## config.mk

```make
export PLATFORM = sky130hd
export DESIGN_NAME = tcm_ctrl
export DESIGN_NICKNAME = d
export VERILOG_FILES = /design/src/rtl/tcm_pkg.sv /design/src/rtl/tcm_ctrl.sv
export VERILOG_INCLUDE_DIRS = /design/src /design/src/rtl
export SDC_FILE = /design/constraint.sdc
export NUM_CORES = 1
export LEC_CHECK = 0
export BUFFER_PORTS_ARGS = -buffer_cell sky130_fd_sc_hd__buf_2
export CELL_PAD_IN_SITES_DETAIL_PLACEMENT = 1
export CELL_PAD_IN_SITES_GLOBAL_PLACEMENT = 2
export CORE_AREA = 2 2 98 195
export DETAILED_ROUTE_END_ITERATION = 6
export DIE_AREA = 0 0 100 197
export PLACE_DENSITY = 0.87
export SETUP_SLACK_MARGIN = 0.3
export SKIP_LAST_GASP = 1
export SLEW_MARGIN = 20
export SYNTH_ARGS = -nofsm -noshare
export SYNTH_HDL_FRONTEND = slang
export SYNTH_SLANG_ARGS = --single-unit
```

## constraint.sdc

```tcl
create_clock -name aclk -period 2.3 [get_ports aclk]
set_input_delay 0.23 -clock aclk [delete_from_list [all_inputs] [get_ports aclk]]
set_output_delay 0.23 -clock aclk [all_outputs]
set_load 0.03 [all_outputs]
```

## src/rtl/tcm_regs.svh

```systemverilog
`ifndef TCM_REGS_SVH
`define TCM_REGS_SVH

// Register byte offsets.
`define TCM_CTRL_OFS 8'h00
`define TCM_STAT_OFS 8'h04
`define TCM_IRQ_STAT_OFS 8'h08
`define TCM_IRQ_MASK_OFS 8'h0c

// Control register fields and reset value.
`define TCM_CTRL_ROLE_LSB 0
`define TCM_CTRL_CUR_LSB 2
`define TCM_CTRL_VCONN_BIT 4
`define TCM_CTRL_MASK 32'h0000_001f
`define TCM_CTRL_RST 32'h0000_0010

// Status register fields.
`define TCM_STAT_ATT_BIT 0
`define TCM_STAT_FLIP_BIT 1
`define TCM_STAT_SRC_BIT 2
`define TCM_STAT_SNK_BIT 3
`define TCM_STAT_AUDIO_BIT 4
`define TCM_STAT_CUR_LSB 5
`define TCM_STAT_FAULT_BIT 7
`define TCM_STAT_REGMODE_BIT 8
`define TCM_STAT_ADDR6_BIT 9
`define TCM_STAT_LOWPWR_BIT 10
`define TCM_STAT_VBUS_BIT 11

// Interrupt status and mask fields.
`define TCM_IRQ_ATTACH_BIT 0
`define TCM_IRQ_DETACH_BIT 1
`define TCM_IRQ_CUR_BIT 2
`define TCM_IRQ_AUDIO_BIT 3
`define TCM_IRQ_FAULT_BIT 4
`define TCM_IRQ_MASK 32'h0000_001f
`define TCM_IRQ_MASK_RST 32'h0000_001f

// Tri-level strap codes from the pad detector.
`define TCM_TRI_FLOAT 2'h0
`define TCM_TRI_HIGH 2'h1
`define TCM_TRI_LOW 2'h2

// Synchroniser reset value; the enable bit resets to disabled.
`define TCM_PIN_SYNC_RST 8'h10

// AXI responses.
`define TCM_RESP_OKAY 2'h0
`define TCM_RESP_SLVERR 2'h2

// Timing.
`define TCM_CLK_MHZ 250
`define TCM_DEBOUNCE_US 100

`endif

```

## src/rtl/tcm_pkg.sv

```systemverilog
package tcm_pkg;

   typedef enum logic [1:0] {TCM_ROLE_DRP, TCM_ROLE_SRC, TCM_ROLE_SNK} tcm_role_t;

   typedef enum logic [1:0] {TCM_CUR_DEF, TCM_CUR_MED, TCM_CUR_HIGH} tcm_cur_t;

   typedef enum logic [2:0] {ST_OFF, ST_UNATT, ST_SRC, ST_SNK, ST_AUDIO} tcm_state_t;

   // Comparator results on the CC lines.
   typedef struct packed {
      logic rd_cc1;
      logic rd_cc2;
      logic rp_cc1;
      logic rp_cc2;
      tcm_cur_t rp_level;
      logic audio;
   } tcm_cc_t;

endpackage : tcm_pkg

```

## src/rtl/tcm_ctrl.sv

```systemverilog
`timescale 1ns/1ps
`include "tcm_regs.svh"

// Functional notes
// - Bus-id strap picks pin or register control.
// - Pin mode: role strap sets port role.
// - Sink in pin mode encodes partner current.
// - Register mode: interrupt pin low on changes.
// - Pin mode: shared pin flags audio accessory.
// - Attach flag low when attached as host.
// - Enable input active low; high disables.
// - Mux position follows detected plug orientation.
// - Power unused CC; cut on fault.
// - Host in pin mode advertises default current.
// - Register mode selects three advertised currents.
// - Attach flag also works in register mode.
module tcm_ctrl
   import tcm_pkg::*;
#(
   parameter int DEBOUNCE_CYC = `TCM_DEBOUNCE_US * `TCM_CLK_MHZ
)
(
   // Clock and reset
   input wire logic aclk,
   input wire logic aresetn,
   // AXI4-Lite slave
   input wire logic [7:0] s_axi_awaddr,
   input wire logic s_axi_awvalid,
   output logic s_axi_awready,
   input wire logic [31:0] s_axi_wdata,
   input wire logic [3:0] s_axi_wstrb,
   input wire logic s_axi_wvalid,
   output logic s_axi_wready,
   output logic [1:0] s_axi_bresp,
   output logic s_axi_bvalid,
   input wire logic s_axi_bready,
   input wire logic [7:0] s_axi_araddr,
   input wire logic s_axi_arvalid,
   output logic s_axi_arready,
   output logic [31:0] s_axi_rdata,
   output logic [1:0] s_axi_rresp,
   output logic s_axi_rvalid,
   input wire logic s_axi_rready,
   // Straps, enable and sense pins
   input wire logic [1:0] addr_strap,
   input wire logic [1:0] role_strap,
   input wire logic chip_enable_n,
   input wire logic bus_power_sense,
   input wire logic vconn_ocp,
   input wire logic vconn_ovp,
   input wire tcm_cc_t cc_raw,
   // Analog front-end controls
   output logic present_rp,
   output logic present_rd,
   output tcm_cur_t rp_level,
   output logic vconn_cc1,
   output logic vconn_cc2,
   output logic mux_on,
   output logic mux_pos2,
   output logic low_power,
   output logic i2c_enable,
   output logic i2c_addr_bit6,
   // Open-drain pins
   output logic attach_flag_n_o,
   output logic attach_flag_n_oe_n,
   output logic current_detect_hi_o,
   output logic current_detect_hi_oe_n,
   output logic current_detect_lo_o,
   output logic current_detect_lo_oe_n,
   output logic change_irq_n_o,
   output logic change_irq_n_oe_n,
   // Interrupt
   output logic irq
);

   localparam int DEB_W = $clog2(DEBOUNCE_CYC + 1);

   function automatic tcm_role_t decode_role(input logic [1:0] code);
      decode_role = (code == `TCM_TRI_HIGH) ? TCM_ROLE_SRC :
                    (code == `TCM_TRI_LOW) ? TCM_ROLE_SNK : TCM_ROLE_DRP;
   endfunction : decode_role

   function automatic logic [31:0] apply_strb(input logic [31:0] old, input logic [31:0] wd,
                                              input logic [3:0] strb);
      logic [31:0] res;
      res = old;
      for (int i = 0; i < 4; i++)
      begin
         if (strb[i])
         begin
            res[i*8 +: 8] = wd[i*8 +: 8];
         end
      end
      apply_strb = res;
   endfunction : apply_strb

   // Pin synchronisers.
   logic [7:0] pins_s1;
   logic [7:0] pins_s2;
   tcm_cc_t cc_s1;
   tcm_cc_t cc_sync;
   always_ff @(posedge aclk)
   begin
      if (!aresetn)
      begin
         pins_s1 <= `TCM_PIN_SYNC_RST;
         pins_s2 <= `TCM_PIN_SYNC_RST;
         cc_s1 <= '0;
         cc_sync <= '0;
      end
      else
      begin
         pins_s1 <= {bus_power_sense, vconn_ovp, vconn_ocp, chip_enable_n, role_strap, addr_strap};
         pins_s2 <= pins_s1;
         cc_s1 <= cc_raw;
         cc_sync <= cc_s1;
      end
   end

   wire [1:0] addr_s = pins_s2[1:0];
   wire [1:0] role_s = pins_s2[3:2];
   wire en_n_s = pins_s2[4];
   wire fault_in = pins_s2[5] | pins_s2[6];
   wire vbus_s = pins_s2[7];

   logic [31:0] ctrl;
   logic [31:0] irq_mask;
   logic [4:0] irq_status;

   wire reg_mode = (addr_s == `TCM_TRI_HIGH) || (addr_s == `TCM_TRI_LOW);
   wire pin_mode = !reg_mode;
   wire enabled = !en_n_s;
   wire tcm_role_t role = pin_mode ? decode_role(role_s) :
                                     decode_role(ctrl[`TCM_CTRL_ROLE_LSB +: 2]);
   wire [1:0] cur_sel = ctrl[`TCM_CTRL_CUR_LSB +: 2];
   wire tcm_cur_t reg_cur = (cur_sel == 2'h1) ? TCM_CUR_MED :
                            (cur_sel == 2'h2) ? TCM_CUR_HIGH : TCM_CUR_DEF;
   wire tcm_cur_t adv_cur = pin_mode ? TCM_CUR_DEF : reg_cur;

   // A change restarts the count, so a bouncing contact never reaches the state machine.
   tcm_cc_t cc_last;
   tcm_cc_t cc_stable;
   logic [DEB_W-1:0] deb_cnt;
   always_ff @(posedge aclk)
   begin
      if (!aresetn)
      begin
         cc_last <= '0;
         cc_stable <= '0;
         deb_cnt <= '0;
      end
      else
      begin
         cc_last <= cc_sync;
         if (cc_sync != cc_last || cc_sync == cc_stable)
         begin
            deb_cnt <= '0;
         end
         else if (deb_cnt == DEB_W'(DEBOUNCE_CYC))
         begin
            cc_stable <= cc_sync;
            deb_cnt <= '0;
         end
         else
         begin
            deb_cnt <= deb_cnt + 1'b1;
         end
      end
   end

   // A dual-role port alternates its pull while unattached to find either partner.
   logic drp_rp_phase;
   logic [DEB_W-1:0] tog_cnt;
   tcm_state_t state;
   tcm_state_t next_state;
   logic flipped;
   logic next_flipped;
   logic vconn_fault;
   tcm_cur_t cur_det;

   wire offer_rp = (role == TCM_ROLE_SRC) || (role == TCM_ROLE_DRP && drp_rp_phase);
   wire offer_rd = (role == TCM_ROLE_SNK) || (role == TCM_ROLE_DRP && !drp_rp_phase);
   wire sink_seen = cc_stable.rp_cc1 ^ cc_stable.rp_cc2;
   wire src_seen = cc_stable.rd_cc1 ^ cc_stable.rd_cc2;

   always_comb
   begin
      next_state = state;
      next_flipped = flipped;
      unique case (state)
         ST_OFF:
            next_state = ST_UNATT;
         ST_UNATT:
            if (cc_stable.audio)
            begin
               next_state = ST_AUDIO;
            end
            else if (offer_rd && sink_seen)
            begin
               next_state = ST_SNK;
               next_flipped = cc_stable.rp_cc2;
            end
            else if (offer_rp && src_seen)
            begin
               next_state = ST_SRC;
               next_flipped = cc_stable.rd_cc2;
            end
         ST_SRC:
            if (!(cc_stable.rd_cc1 | cc_stable.rd_cc2))
            begin
               next_state = ST_UNATT;
            end
         ST_SNK:
            if (!(cc_stable.rp_cc1 | cc_stable.rp_cc2))
            begin
               next_state = ST_UNATT;
            end
         ST_AUDIO:
            if (!cc_stable.audio)
            begin
               next_state = ST_UNATT;
            end
      endcase
      if (!enabled)
      begin
         next_state = ST_OFF;
      end
   end

   wire in_src = (state == ST_SRC);
   wire in_snk = (state == ST_SNK);
   wire attached = in_src || in_snk || (state == ST_AUDIO);
   wire next_attached = (next_state == ST_SRC) || (next_state == ST_SNK) || (next_state == ST_AUDIO);
   wire next_fault = (next_state == ST_SRC) && (vconn_fault || fault_in);
   wire tcm_cur_t next_cur = (next_state == ST_SNK) ? cc_stable.rp_level : TCM_CUR_DEF;
   wire vconn_want = in_src && !vconn_fault && (pin_mode || ctrl[`TCM_CTRL_VCONN_BIT]);

   // Hardware events; the set term wins over a same-cycle software clear.
   wire [4:0] evt = {next_fault && !vconn_fault,
                     (next_state == ST_AUDIO) != (state == ST_AUDIO),
                     next_cur != cur_det,
                     attached && !next_attached,
                     !attached && next_attached};

   wire [31:0] status_word = {20'h0, vbus_s, low_power, i2c_addr_bit6, reg_mode, vconn_fault,
                              cur_det, state == ST_AUDIO, in_snk, in_src, flipped, attached};

   always_ff @(posedge aclk)
   begin
      if (!aresetn)
      begin
         state <= ST_OFF;
         flipped <= 1'b0;
         vconn_fault <= 1'b0;
         cur_det <= TCM_CUR_DEF;
         drp_rp_phase <= 1'b0;
         tog_cnt <= '0;
      end
      else
      begin
         state <= next_state;
         flipped <= next_flipped;
         vconn_fault <= next_fault;
         cur_det <= next_cur;
         if (state != ST_UNATT || role != TCM_ROLE_DRP || tog_cnt == DEB_W'(DEBOUNCE_CYC))
         begin
            tog_cnt <= '0;
            drp_rp_phase <= (state == ST_UNATT && role == TCM_ROLE_DRP) ? !drp_rp_phase : 1'b0;
         end
         else
         begin
            tog_cnt <= tog_cnt + 1'b1;
         end
      end
   end

   // Registered pin and front-end outputs; attach and current pins release while disabled, the change pin follows irq in register mode.
   always_ff @(posedge aclk)
   begin
      if (!aresetn)
      begin
         present_rp <= 1'b0;
         present_rd <= 1'b0;
         rp_level <= TCM_CUR_DEF;
         vconn_cc1 <= 1'b0;
         vconn_cc2 <= 1'b0;
         mux_on <= 1'b0;
         mux_pos2 <= 1'b0;
         low_power <= 1'b1;
         i2c_enable <= 1'b0;
         i2c_addr_bit6 <= 1'b0;
         attach_flag_n_oe_n <= 1'b1;
         current_detect_hi_oe_n <= 1'b1;
         current_detect_lo_oe_n <= 1'b1;
         change_irq_n_oe_n <= 1'b1;
         irq <= 1'b0;
      end
      else
      begin
         present_rp <= enabled && (in_src || (state == ST_UNATT && offer_rp));
         present_rd <= enabled && (in_snk || (state == ST_UNATT && offer_rd));
         rp_level <= adv_cur;
         vconn_cc1 <= vconn_want && flipped;
         vconn_cc2 <= vconn_want && !flipped;
         mux_on <= in_src || in_snk;
         mux_pos2 <= flipped;
         low_power <= !enabled;
         i2c_enable <= reg_mode;
         i2c_addr_bit6 <= (addr_s == `TCM_TRI_HIGH);
         attach_flag_n_oe_n <= !in_src;
         current_detect_lo_oe_n <= !(pin_mode && in_snk && cur_det != TCM_CUR_DEF);
         current_detect_hi_oe_n <= !(pin_mode && in_snk && cur_det == TCM_CUR_HIGH);
         change_irq_n_oe_n <= reg_mode ? !irq : !(enabled && state == ST_AUDIO);
         irq <= |(irq_status & irq_mask[4:0]);
      end
   end

   assign attach_flag_n_o = 1'b0;
   assign current_detect_hi_o = 1'b0;
   assign current_detect_lo_o = 1'b0;
   assign change_irq_n_o = 1'b0;

   // AXI4-Lite: address and data are held separately and the write fires once both are in.
   logic aw_have;
   logic w_have;
   logic [7:0] aw_addr;
   logic [31:0] w_data;
   logic [3:0] w_strb;
   assign s_axi_awready = !aw_have;
   assign s_axi_wready = !w_have;
   assign s_axi_arready = !s_axi_rvalid;

   wire do_write = aw_have && w_have && !s_axi_bvalid;
   wire [31:0] w_merged_ctrl = apply_strb(ctrl, w_data, w_strb) & `TCM_CTRL_MASK;
   wire [31:0] w_merged_mask = apply_strb(irq_mask, w_data, w_strb) & `TCM_IRQ_MASK;
   wire [31:0] w_clear = apply_strb(32'h0, w_data, w_strb);
   wire wr_ctrl = do_write && aw_addr == `TCM_CTRL_OFS;
   wire wr_mask = do_write && aw_addr == `TCM_IRQ_MASK_OFS;
   wire wr_istat = do_write && aw_addr == `TCM_IRQ_STAT_OFS;
   wire wr_ok = wr_ctrl || wr_mask || wr_istat || (aw_addr == `TCM_STAT_OFS);
   wire [4:0] irq_clr = wr_istat ? w_clear[4:0] : 5'h0;
   wire [4:0] next_irq_status = (irq_status & ~irq_clr) | evt;

   wire rd_ok = (s_axi_araddr == `TCM_CTRL_OFS) || (s_axi_araddr == `TCM_STAT_OFS) ||
                (s_axi_araddr == `TCM_IRQ_STAT_OFS) || (s_axi_araddr == `TCM_IRQ_MASK_OFS);
   wire [31:0] rd_word = (s_axi_araddr == `TCM_CTRL_OFS) ? ctrl :
                         (s_axi_araddr == `TCM_STAT_OFS) ? status_word :
                         (s_axi_araddr == `TCM_IRQ_STAT_OFS) ? {27'h0, irq_status} :
                         (s_axi_araddr == `TCM_IRQ_MASK_OFS) ? irq_mask : 32'h0;

   always_ff @(posedge aclk)
   begin
      if (!aresetn)
      begin
         aw_have <= 1'b0;
         w_have <= 1'b0;
         aw_addr <= 8'h00;
         w_data <= 32'h0;
         w_strb <= 4'h0;
         s_axi_bvalid <= 1'b0;
         s_axi_bresp <= `TCM_RESP_OKAY;
         s_axi_rvalid <= 1'b0;
         s_axi_rresp <= `TCM_RESP_OKAY;
         s_axi_rdata <= 32'h0;
         ctrl <= `TCM_CTRL_RST;
         irq_mask <= `TCM_IRQ_MASK_RST;
         irq_status <= 5'h0;
      end
      else
      begin
         if (s_axi_awvalid && !aw_have)
         begin
            aw_have <= 1'b1;
            aw_addr <= s_axi_awaddr;
         end
         else if (do_write)
         begin
            aw_have <= 1'b0;
         end
         if (s_axi_wvalid && !w_have)
         begin
            w_have <= 1'b1;
            w_data <= s_axi_wdata;
            w_strb <= s_axi_wstrb;
         end
         else if (do_write)
         begin
            w_have <= 1'b0;
         end
         if (do_write)
         begin
            s_axi_bvalid <= 1'b1;
            s_axi_bresp <= wr_ok ? `TCM_RESP_OKAY : `TCM_RESP_SLVERR;
         end
         else if (s_axi_bready)
         begin
            s_axi_bvalid <= 1'b0;
         end
         if (s_axi_arvalid && !s_axi_rvalid)
         begin
            s_axi_rvalid <= 1'b1;
            s_axi_rdata <= rd_word;
            s_axi_rresp <= rd_ok ? `TCM_RESP_OKAY : `TCM_RESP_SLVERR;
         end
         else if (s_axi_rready)
         begin
            s_axi_rvalid <= 1'b0;
         end
         if (wr_ctrl)
         begin
            ctrl <= w_merged_ctrl;
         end
         if (wr_mask)
         begin
            irq_mask <= w_merged_mask;
         end
         irq_status <= next_irq_status;
      end
   end

   property p_attach_flag;
      @(posedge aclk) disable iff (!aresetn)
      attach_flag_n_oe_n == !$past(in_src);
   endproperty
   a_attach_flag: assert property (p_attach_flag) else $error("attach flag wrong");

   property p_irq_pin;
      @(posedge aclk) disable iff (!aresetn)
      (reg_mode && irq) |=> !change_irq_n_oe_n;
   endproperty
   a_irq_pin: assert property (p_irq_pin) else $error("interrupt pin not low");

   property p_audio_pin;
      @(posedge aclk) disable iff (!aresetn)
      (pin_mode && enabled && state == ST_AUDIO) |=> !change_irq_n_oe_n;
   endproperty
   a_audio_pin: assert property (p_audio_pin) else $error("audio flag not low");

   property p_cur_med;
      @(posedge aclk) disable iff (!aresetn)
      (pin_mode && in_snk && cur_det == TCM_CUR_MED) |=>
         (!current_detect_lo_oe_n && current_detect_hi_oe_n);
   endproperty
   a_cur_med: assert property (p_cur_med) else $error("medium current code wrong");

   property p_host_default;
      @(posedge aclk) disable iff (!aresetn)
      (pin_mode && in_src) |=> (rp_level == TCM_CUR_DEF);
   endproperty
   a_host_default: assert property (p_host_default) else $error("host not default");

   property p_mux_pos;
      @(posedge aclk) disable iff (!aresetn)
      (in_src || in_snk) |=> (mux_on && mux_pos2 == $past(flipped));
   endproperty
   a_mux_pos: assert property (p_mux_pos) else $error("mux position wrong");

   property p_vconn_cut;
      @(posedge aclk) disable iff (!aresetn)
      vconn_fault |=> (!vconn_cc1 && !vconn_cc2);
   endproperty
   a_vconn_cut: assert property (p_vconn_cut) else $error("vconn on during fault");

   property p_disable;
      @(posedge aclk) disable iff (!aresetn)
      en_n_s [*2] |=> (state == ST_OFF && low_power && attach_flag_n_oe_n);
   endproperty
   a_disable: assert property (p_disable) else $error("not disabled");

   property p_debounce;
      @(posedge aclk) disable iff (!aresetn)
      (cc_sync != cc_last) |=> $stable(cc_stable);
   endproperty
   a_debounce: assert property (p_debounce) else $error("bounce reached state");

   property p_addr_bit6;
      @(posedge aclk) disable iff (!aresetn)
      (addr_s == `TCM_TRI_LOW) [*2] |-> (i2c_enable && !i2c_addr_bit6);
   endproperty
   a_addr_bit6: assert property (p_addr_bit6) else $error("address strap decode wrong");

endmodule : tcm_ctrl

```

After elaboration in Yosys (flattened, before gate mapping)
Cells that the tools add are included.

cells by class
  add/sub/neg operators = 2
  eq/ne operators = 31
  muxes and demuxes = 35
  bitwise gates (word level) = 13
  reduce and logical (&&, ||, !) cells = 85

operator list
  operator                                              number
  equality test 8 x 4 -> 1 bit (second input constant)  4
  adder 15 x 1 -> 15 bit (second input constant)        2
  equality test 15 bit (second input constant)          2
  logical AND 1 bit                                     29
  2-to-1 mux 12 bit                                     2
  2-to-1 mux 3 bit                                      7
  logical OR 1 bit                                      20
  2-to-1 mux 5 bit                                      4
  2-to-1 mux 2 bit                                      9
  equality test 8 x 3 -> 1 bit (second input constant)  2
  zero test 1 bit                                       16
  zero test 8 bit                                       2
  one-hot mux 3 bit (5 select lines)                    1
  nonzero test 2 bit                                    7
  equality test 2 bit (second input constant)           6
  equality test 3 x 2 -> 1 bit (second input constant)  4
  2-to-1 mux 1 bit                                      12
  AND 5 bit                                             2
  equality test 2 x 1 -> 1 bit (second input constant)  5
  AND reduction 2 bit                                   4
  equality test 7 bit                                   1
  inequality test 7 bit                                 1
  equality test 3 bit (second input constant)           2
  OR reduction 3 bit                                    2
  14 further kinds                                      20

storage, ports and cells
  register bits = 167
  input port bits = 74
  output and inout port bits = 61
  word-level logic and storage cells = 228

Depth between registers and ports, before layout
  word-level depth = 19
  depth in mapped cells = 9
  gate-level depth less buffers = 8

Least setup slack after synthesis
OpenSTA, ideal clock, no wires.

  path type = register -> register
  from = register pins_s2[1]
  to = register irq_status[2]
  setup time = 0.088 ns
  data arrival time = 2.058 ns
  data required time = 2.212 ns
  path slack = 0.154 ns
  stages on the path, launching flop included = 10
  buffers on the path = 1
  clock period less this slack = 2.146 ns
  path through = dfxtp_1 inv_1 ha_1 buf_2 inv_1 a211oi_4 nor3b_2 a2111oi_4 o211ai_4 a311oi_2

between the ends
  longest elaborated chain between the ends = 16
  elaborated cells on any way between the ends = 22
  those cells by class = 6 x eq/ne; 7 x mux; 1 x bitwise; 8 x reduce/logical

RTL lines
  what                                                                           RTL line                          source
  start, declared                                                                tcm_ctrl.sv:99                    logic [7:0] pins_s2;
  start signal, assigned                                                         tcm_ctrl.sv:107                   pins_s2 <= `TCM_PIN_SYNC_RST;
  start signal, assigned                                                         tcm_ctrl.sv:114                   pins_s2 <= pins_s1;
  equality test 2 x 1 -> 1 bit (no line) or equality test 2 bit (tied branches)  n/a
  logical OR 1 bit *                                                             tcm_ctrl.sv:130                   wire reg_mode = (addr_s == `TCM_TRI_HIGH) || (addr_s == `TCM_TRI_LOW);
  2-to-1 mux 2 bit *                                                             tcm_ctrl.sv:133                   wire tcm_role_t role = pin_mode ? decode_role(role_s) :
  zero test 2 bit                                                                tcm_ctrl.sv:181, tcm_ctrl.sv:182
  logical AND 1 bit                                                              tcm_ctrl.sv:181                   wire offer_rp = (role == TCM_ROLE_SRC) || (role == TCM_ROLE_DRP && drp_rp_phase);
  logical OR 1 bit                                                               tcm_ctrl.sv:181
  logical AND 1 bit                                                              tcm_ctrl.sv:203                   else if (offer_rp && src_seen)
  2-to-1 mux 3 bit                                                               tcm_ctrl.sv:203
  2-to-1 mux 3 bit *                                                             tcm_ctrl.sv:198                   else if (offer_rd && sink_seen)
  2-to-1 mux 3 bit *                                                             tcm_ctrl.sv:194                   if (cc_stable.audio)
  one-hot mux 3 bit (5 select lines) *                                           tcm_ctrl.sv:190                   unique case (state)
  2-to-1 mux 3 bit *                                                             tcm_ctrl.sv:224                   if (!enabled)
  equality test 3 x 2 -> 1 bit *                                                 tcm_ctrl.sv:235                   wire tcm_cur_t next_cur = (next_state == ST_SNK) ? cc_stable.rp_level : TCM_CUR_DEF;
  2-to-1 mux 2 bit *                                                             tcm_ctrl.sv:235
  inequality test 2 bit *                                                        tcm_ctrl.sv:241                   next_cur != cur_det,
  bitwise OR 5 bit *                                                             tcm_ctrl.sv:342                   wire [4:0] next_irq_status = (irq_status & ~irq_clr) | evt;
  end signal, assigned                                                           tcm_ctrl.sv:417                   irq_status <= next_irq_status;
  end, declared                                                                  tcm_ctrl.sv:128                   logic [4:0] irq_status;

Mark *: on every way between the ends. The rest lies on a longest branch, timed or not.
A chain may end at the register's enable or synchronous reset.

Worst setup path in the final report
  from = register pins_s2[1]
  to = register flipped

between the ends
  longest elaborated chain between the ends = 9
  elaborated cells on any way between the ends = 16
  those cells by class = 4 x eq/ne; 2 x mux; 10 x reduce/logical

RTL lines
  what                                                                           RTL line                          source
  equality test 2 x 1 -> 1 bit (no line) or equality test 2 bit (tied branches)  n/a
  logical OR 1 bit *                                                             tcm_ctrl.sv:130
  2-to-1 mux 2 bit *                                                             tcm_ctrl.sv:133
  zero test 2 bit                                                                tcm_ctrl.sv:181, tcm_ctrl.sv:182
  logical AND 1 bit, on equally long branches                                    tcm_ctrl.sv:182, tcm_ctrl.sv:181
  logical OR 1 bit, on equally long branches                                     tcm_ctrl.sv:182, tcm_ctrl.sv:181
  logical AND 1 bit, on equally long branches                                    tcm_ctrl.sv:198, tcm_ctrl.sv:203
  nonzero test 2 bit (no line)                                                   n/a
  AND reduction 3 bit (no line)                                                  n/a
  end signal, assigned                                                           tcm_ctrl.sv:262                   flipped <= next_flipped;
  end, declared                                                                  tcm_ctrl.sv:176                   logic flipped;

Marked as above.

==> metrics.yaml <==
yosys:
  synthDistinctLibCells: 56
  synth_edf_count: 0
  dominantRegCellSynth: "dfxtp_1"
  postSynthAreaPerCell_sq_um: 9.74
  ys_seq_area_share_pct: 48.9
  synthArstFlopShare_pct: 0
  synth_area_sq_um: 5930
  synth_warnings: 0
  ys_ff_latch: 145
  synthCells: 609
timing:
  setup_viol: 0
  min_period_ps: 2000
  max_freq_mhz: 499
  skew_ps: 8.76
  hold_viol: 0
  relSlewSlack_pct: 62.9
  fin_crit_sh_pct: 87.1
  maxSlewViolCount: 0
  worst_slew_pin_slew_ps: 555
  rsz0062_at_grt: "true"
  whs_ps: 18.8
  tns_ps: 0
layout:
  fin_nets: 788
  drive_above_1_share_pct: 22.8
  fin_cells: 936
  n_antenna_cell: 0
  nFillCells: 2092
  layout_common_cells: "142 x dfxtp_1, 95 x nor2_1, 78 x buf_2, 37 x and2_1, 34 x mux2i_1"
  layout_commonest_cell: "dfxtp_1"
  area_growth_pct: 23.4
pwr:
  vdd_ir_drop_max_mv: 0.431
  power_frac_clock_pct: 50.1
  internal_power_mw: 4.63
  power.density_nw_per_um2: 815
  p_sw_share_pct: 22.4
  power_frac_comb_pct: 6.2
  leakage_nw: 2.97
  pwr-share-seq_pct: 43.8
  p_sw_mw: 1.33
worst_setup_path:
  crit_path_max_fanout: 3
  startpoint_type: "flop"
  cp.arrival_ps: 2320
  cp-end-kind: "flop"
  crit_type: "reg -> reg"
  cp.required_ps: 2620
cts:
  clockBufferDepth: 2
  clkSinkCount: 145
  clk_latency_ps: 420
  numCtsBuffers: 17
  cts_root_buf: "clkbuf_16"
  cts_tree: "built"
  clk_pin_slew_ps: 60
  cts_max_level: 4
global_routing:
  grt_pass1_vias: 5077
  met3_usage_pct: 3.94
  use_met2_pct: 33.5
  use_met1_pct: 14.0
  grt_start_max_net_pins: 49
  grt_pass1_wl_microns: 25100
  grt_usage_pct: 16.6
  antenna_found_initial: 0
  grt-busiest-layer: "met2"
  gr-total-overflow: 0
drt:
  final_antenna_net_count: 0
  drc: 0
  vias: 4572
  vias_per_cell: 4.88
  wirelength_microns: 15800
  wl_per_cell_microns: 16.9
  drt_iter0_drc: 158
  first_pass_iters: 4
hold_path:
  hp-class: "in -> reg"
placed_design:
  gp_congestion: 0.815
  place_inst: 896
  place_hpwl_microns: 11800
  port_buffers: 78
die:
  num_io_pins: 135
  num_rows: 70
  core_area_sq_um: 18200
  die_height_microns: 197
  initial_core_util_pct: 32.6
  die-area_sq_um: 19700
  die_w_microns: 100
status:
  status: "finished, final reports clean"
run:
  cap_viol_max_count: 0
[sequential cells by signal, summed over array words and instances, names as in the netlist, 7 cells and up]
signal	count
aw_addr	8
tog_cnt	15
cc_last	7
cc_sync	7
s_axi_rdata	12
deb_cnt	15
cc_s1	7
pins_s1	8
pins_s2	8
cc_stable	7
[critical path, stage by stage (launching register included)]
cell	delay, ps
dfxtp_1	320
inv_1	60
ha_4	310
inv_4	50
a211oi_4	240
buf_4	180
buf_4	110
o21a_1	120
o211a_1	200
nor2_1	60
a211oi_1	260
[power by group through the flow]
stage / combinational, mW / sequential (mW) / clock (mW)
after floorplan: 0.264 / 2.66 / 0
after global placement: 0.336 / 2.66 / 0
after detailed placement: 0.348 / 2.67 / 0
after CTS: 0.360 / 2.61 / 3.03
after global routing: 0.399 / 2.62 / 3.16
final: 0.368 / 2.61 / 2.99
[path summary, 6_finish.rpt]
path                         start                     to  slack, ps  depth (start not counted)
min                      cc_raw[3]    cc_s1[3]$_SDFF_PN0_         20                          2
max reg2reg  pins_s2[1]$_SDFF_PN0_   flipped$_SDFFE_PN0P_        300                         10
min reg2reg  pins_s1[1]$_SDFF_PN0_  pins_s2[1]$_SDFF_PN0_        430                          1
max          pins_s2[1]$_SDFF_PN0_   flipped$_SDFFE_PN0P_        300                         10
[kinds of logic (layout without fill, tap and decap cells)]
family,count (synthesis),in the layout,synth area share (%)
AND/OR/NAND/NOR,252,252,22.6
multiplexers,38,38,7.25
AO/OA/AOI/OAI,49,49,6.79
other,1,26,0.0632
adder cells (fa/ha/maj),7,7,1.48
buffers and inverters,72,158,6.28
flip-flops,145,145,48.9
XOR/XNOR,45,45,6.64
[cell type report]
cell class	instances	area (sq um)	area share [%]
inverter	21	83.8	1.14
tap	216	270	3.69
clock buffer	23	488	6.66
multi-input combinational	417	2820	38.5
clock inverter	9	153	2.08
sequential	145	2910	39.7
timing repair buffer	105	602	8.22
[what timing repair did]
item / in CTS / in global routing
setup endpoints to repair: 44 / 53
hold buffers: 2 / 0
gates resized for setup: 7 / 13
setup buffers: 2 / 4
pin swaps: 3 / 8
hold endpoints to repair: 2 / 0
[Yosys cell counts, drive strengths merged, types with 2 or more instances]
cell | number | area share [%]
buf | 31 | 3.7
or4 | 3 | 0.38
and3b | 2 | 0.30
nor4 | 6 | 0.89
and2 | 37 | 3.9
a21oi | 9 | 0.76
inv | 21 | 1.3
a22oi | 12 | 1.5
nand2b | 9 | 1.1
nor3 | 13 | 1.2
nand2 | 24 | 1.5
o21ai | 9 | 0.76
or3 | 2 | 0.21
nor3b | 5 | 0.72
nand3b | 3 | 0.38
mux2i | 34 | 5.7
dfxtp | 145 | 49
a211oi | 4 | 0.93
and3 | 9 | 0.95
mux4 | 4 | 1.5
nand3 | 15 | 1.5
o21a | 3 | 0.38
clkbuf | 20 | 1.3
nand4 | 9 | 0.95
nor4b | 6 | 0.89
xnor2 | 22 | 3.2
a311oi | 2 | 0.40
or4b | 2 | 0.40
ha | 7 | 1.5
nor2b | 9 | 0.95
xor2 | 23 | 3.4
nor2 | 95 | 6.0
a21boi | 2 | 0.25
o2111ai | 2 | 0.30
[per-layer routing]
layer,vias up,share of wire [%]
met3,35,3.1
met2,107,60
met1,2242,32
met4,0,4.2
li1,2188,-
met5,-,0
[through the flow]
step	utilization (%)	cell area (sq um)	power (mW)	worst slack, ps
6_report	40.2	7320	5.97	296
3_5_place_dp	35.9	6540	3.01	104
4_1_cts	39.8	7250	6.00	248
3_3_place_gp	35.9	6540	3.00	141
2_1_floorplan	-	6040	2.93	252
5_1_grt	40.2	7320	6.18	215
(Power assumes the default switching activity.)
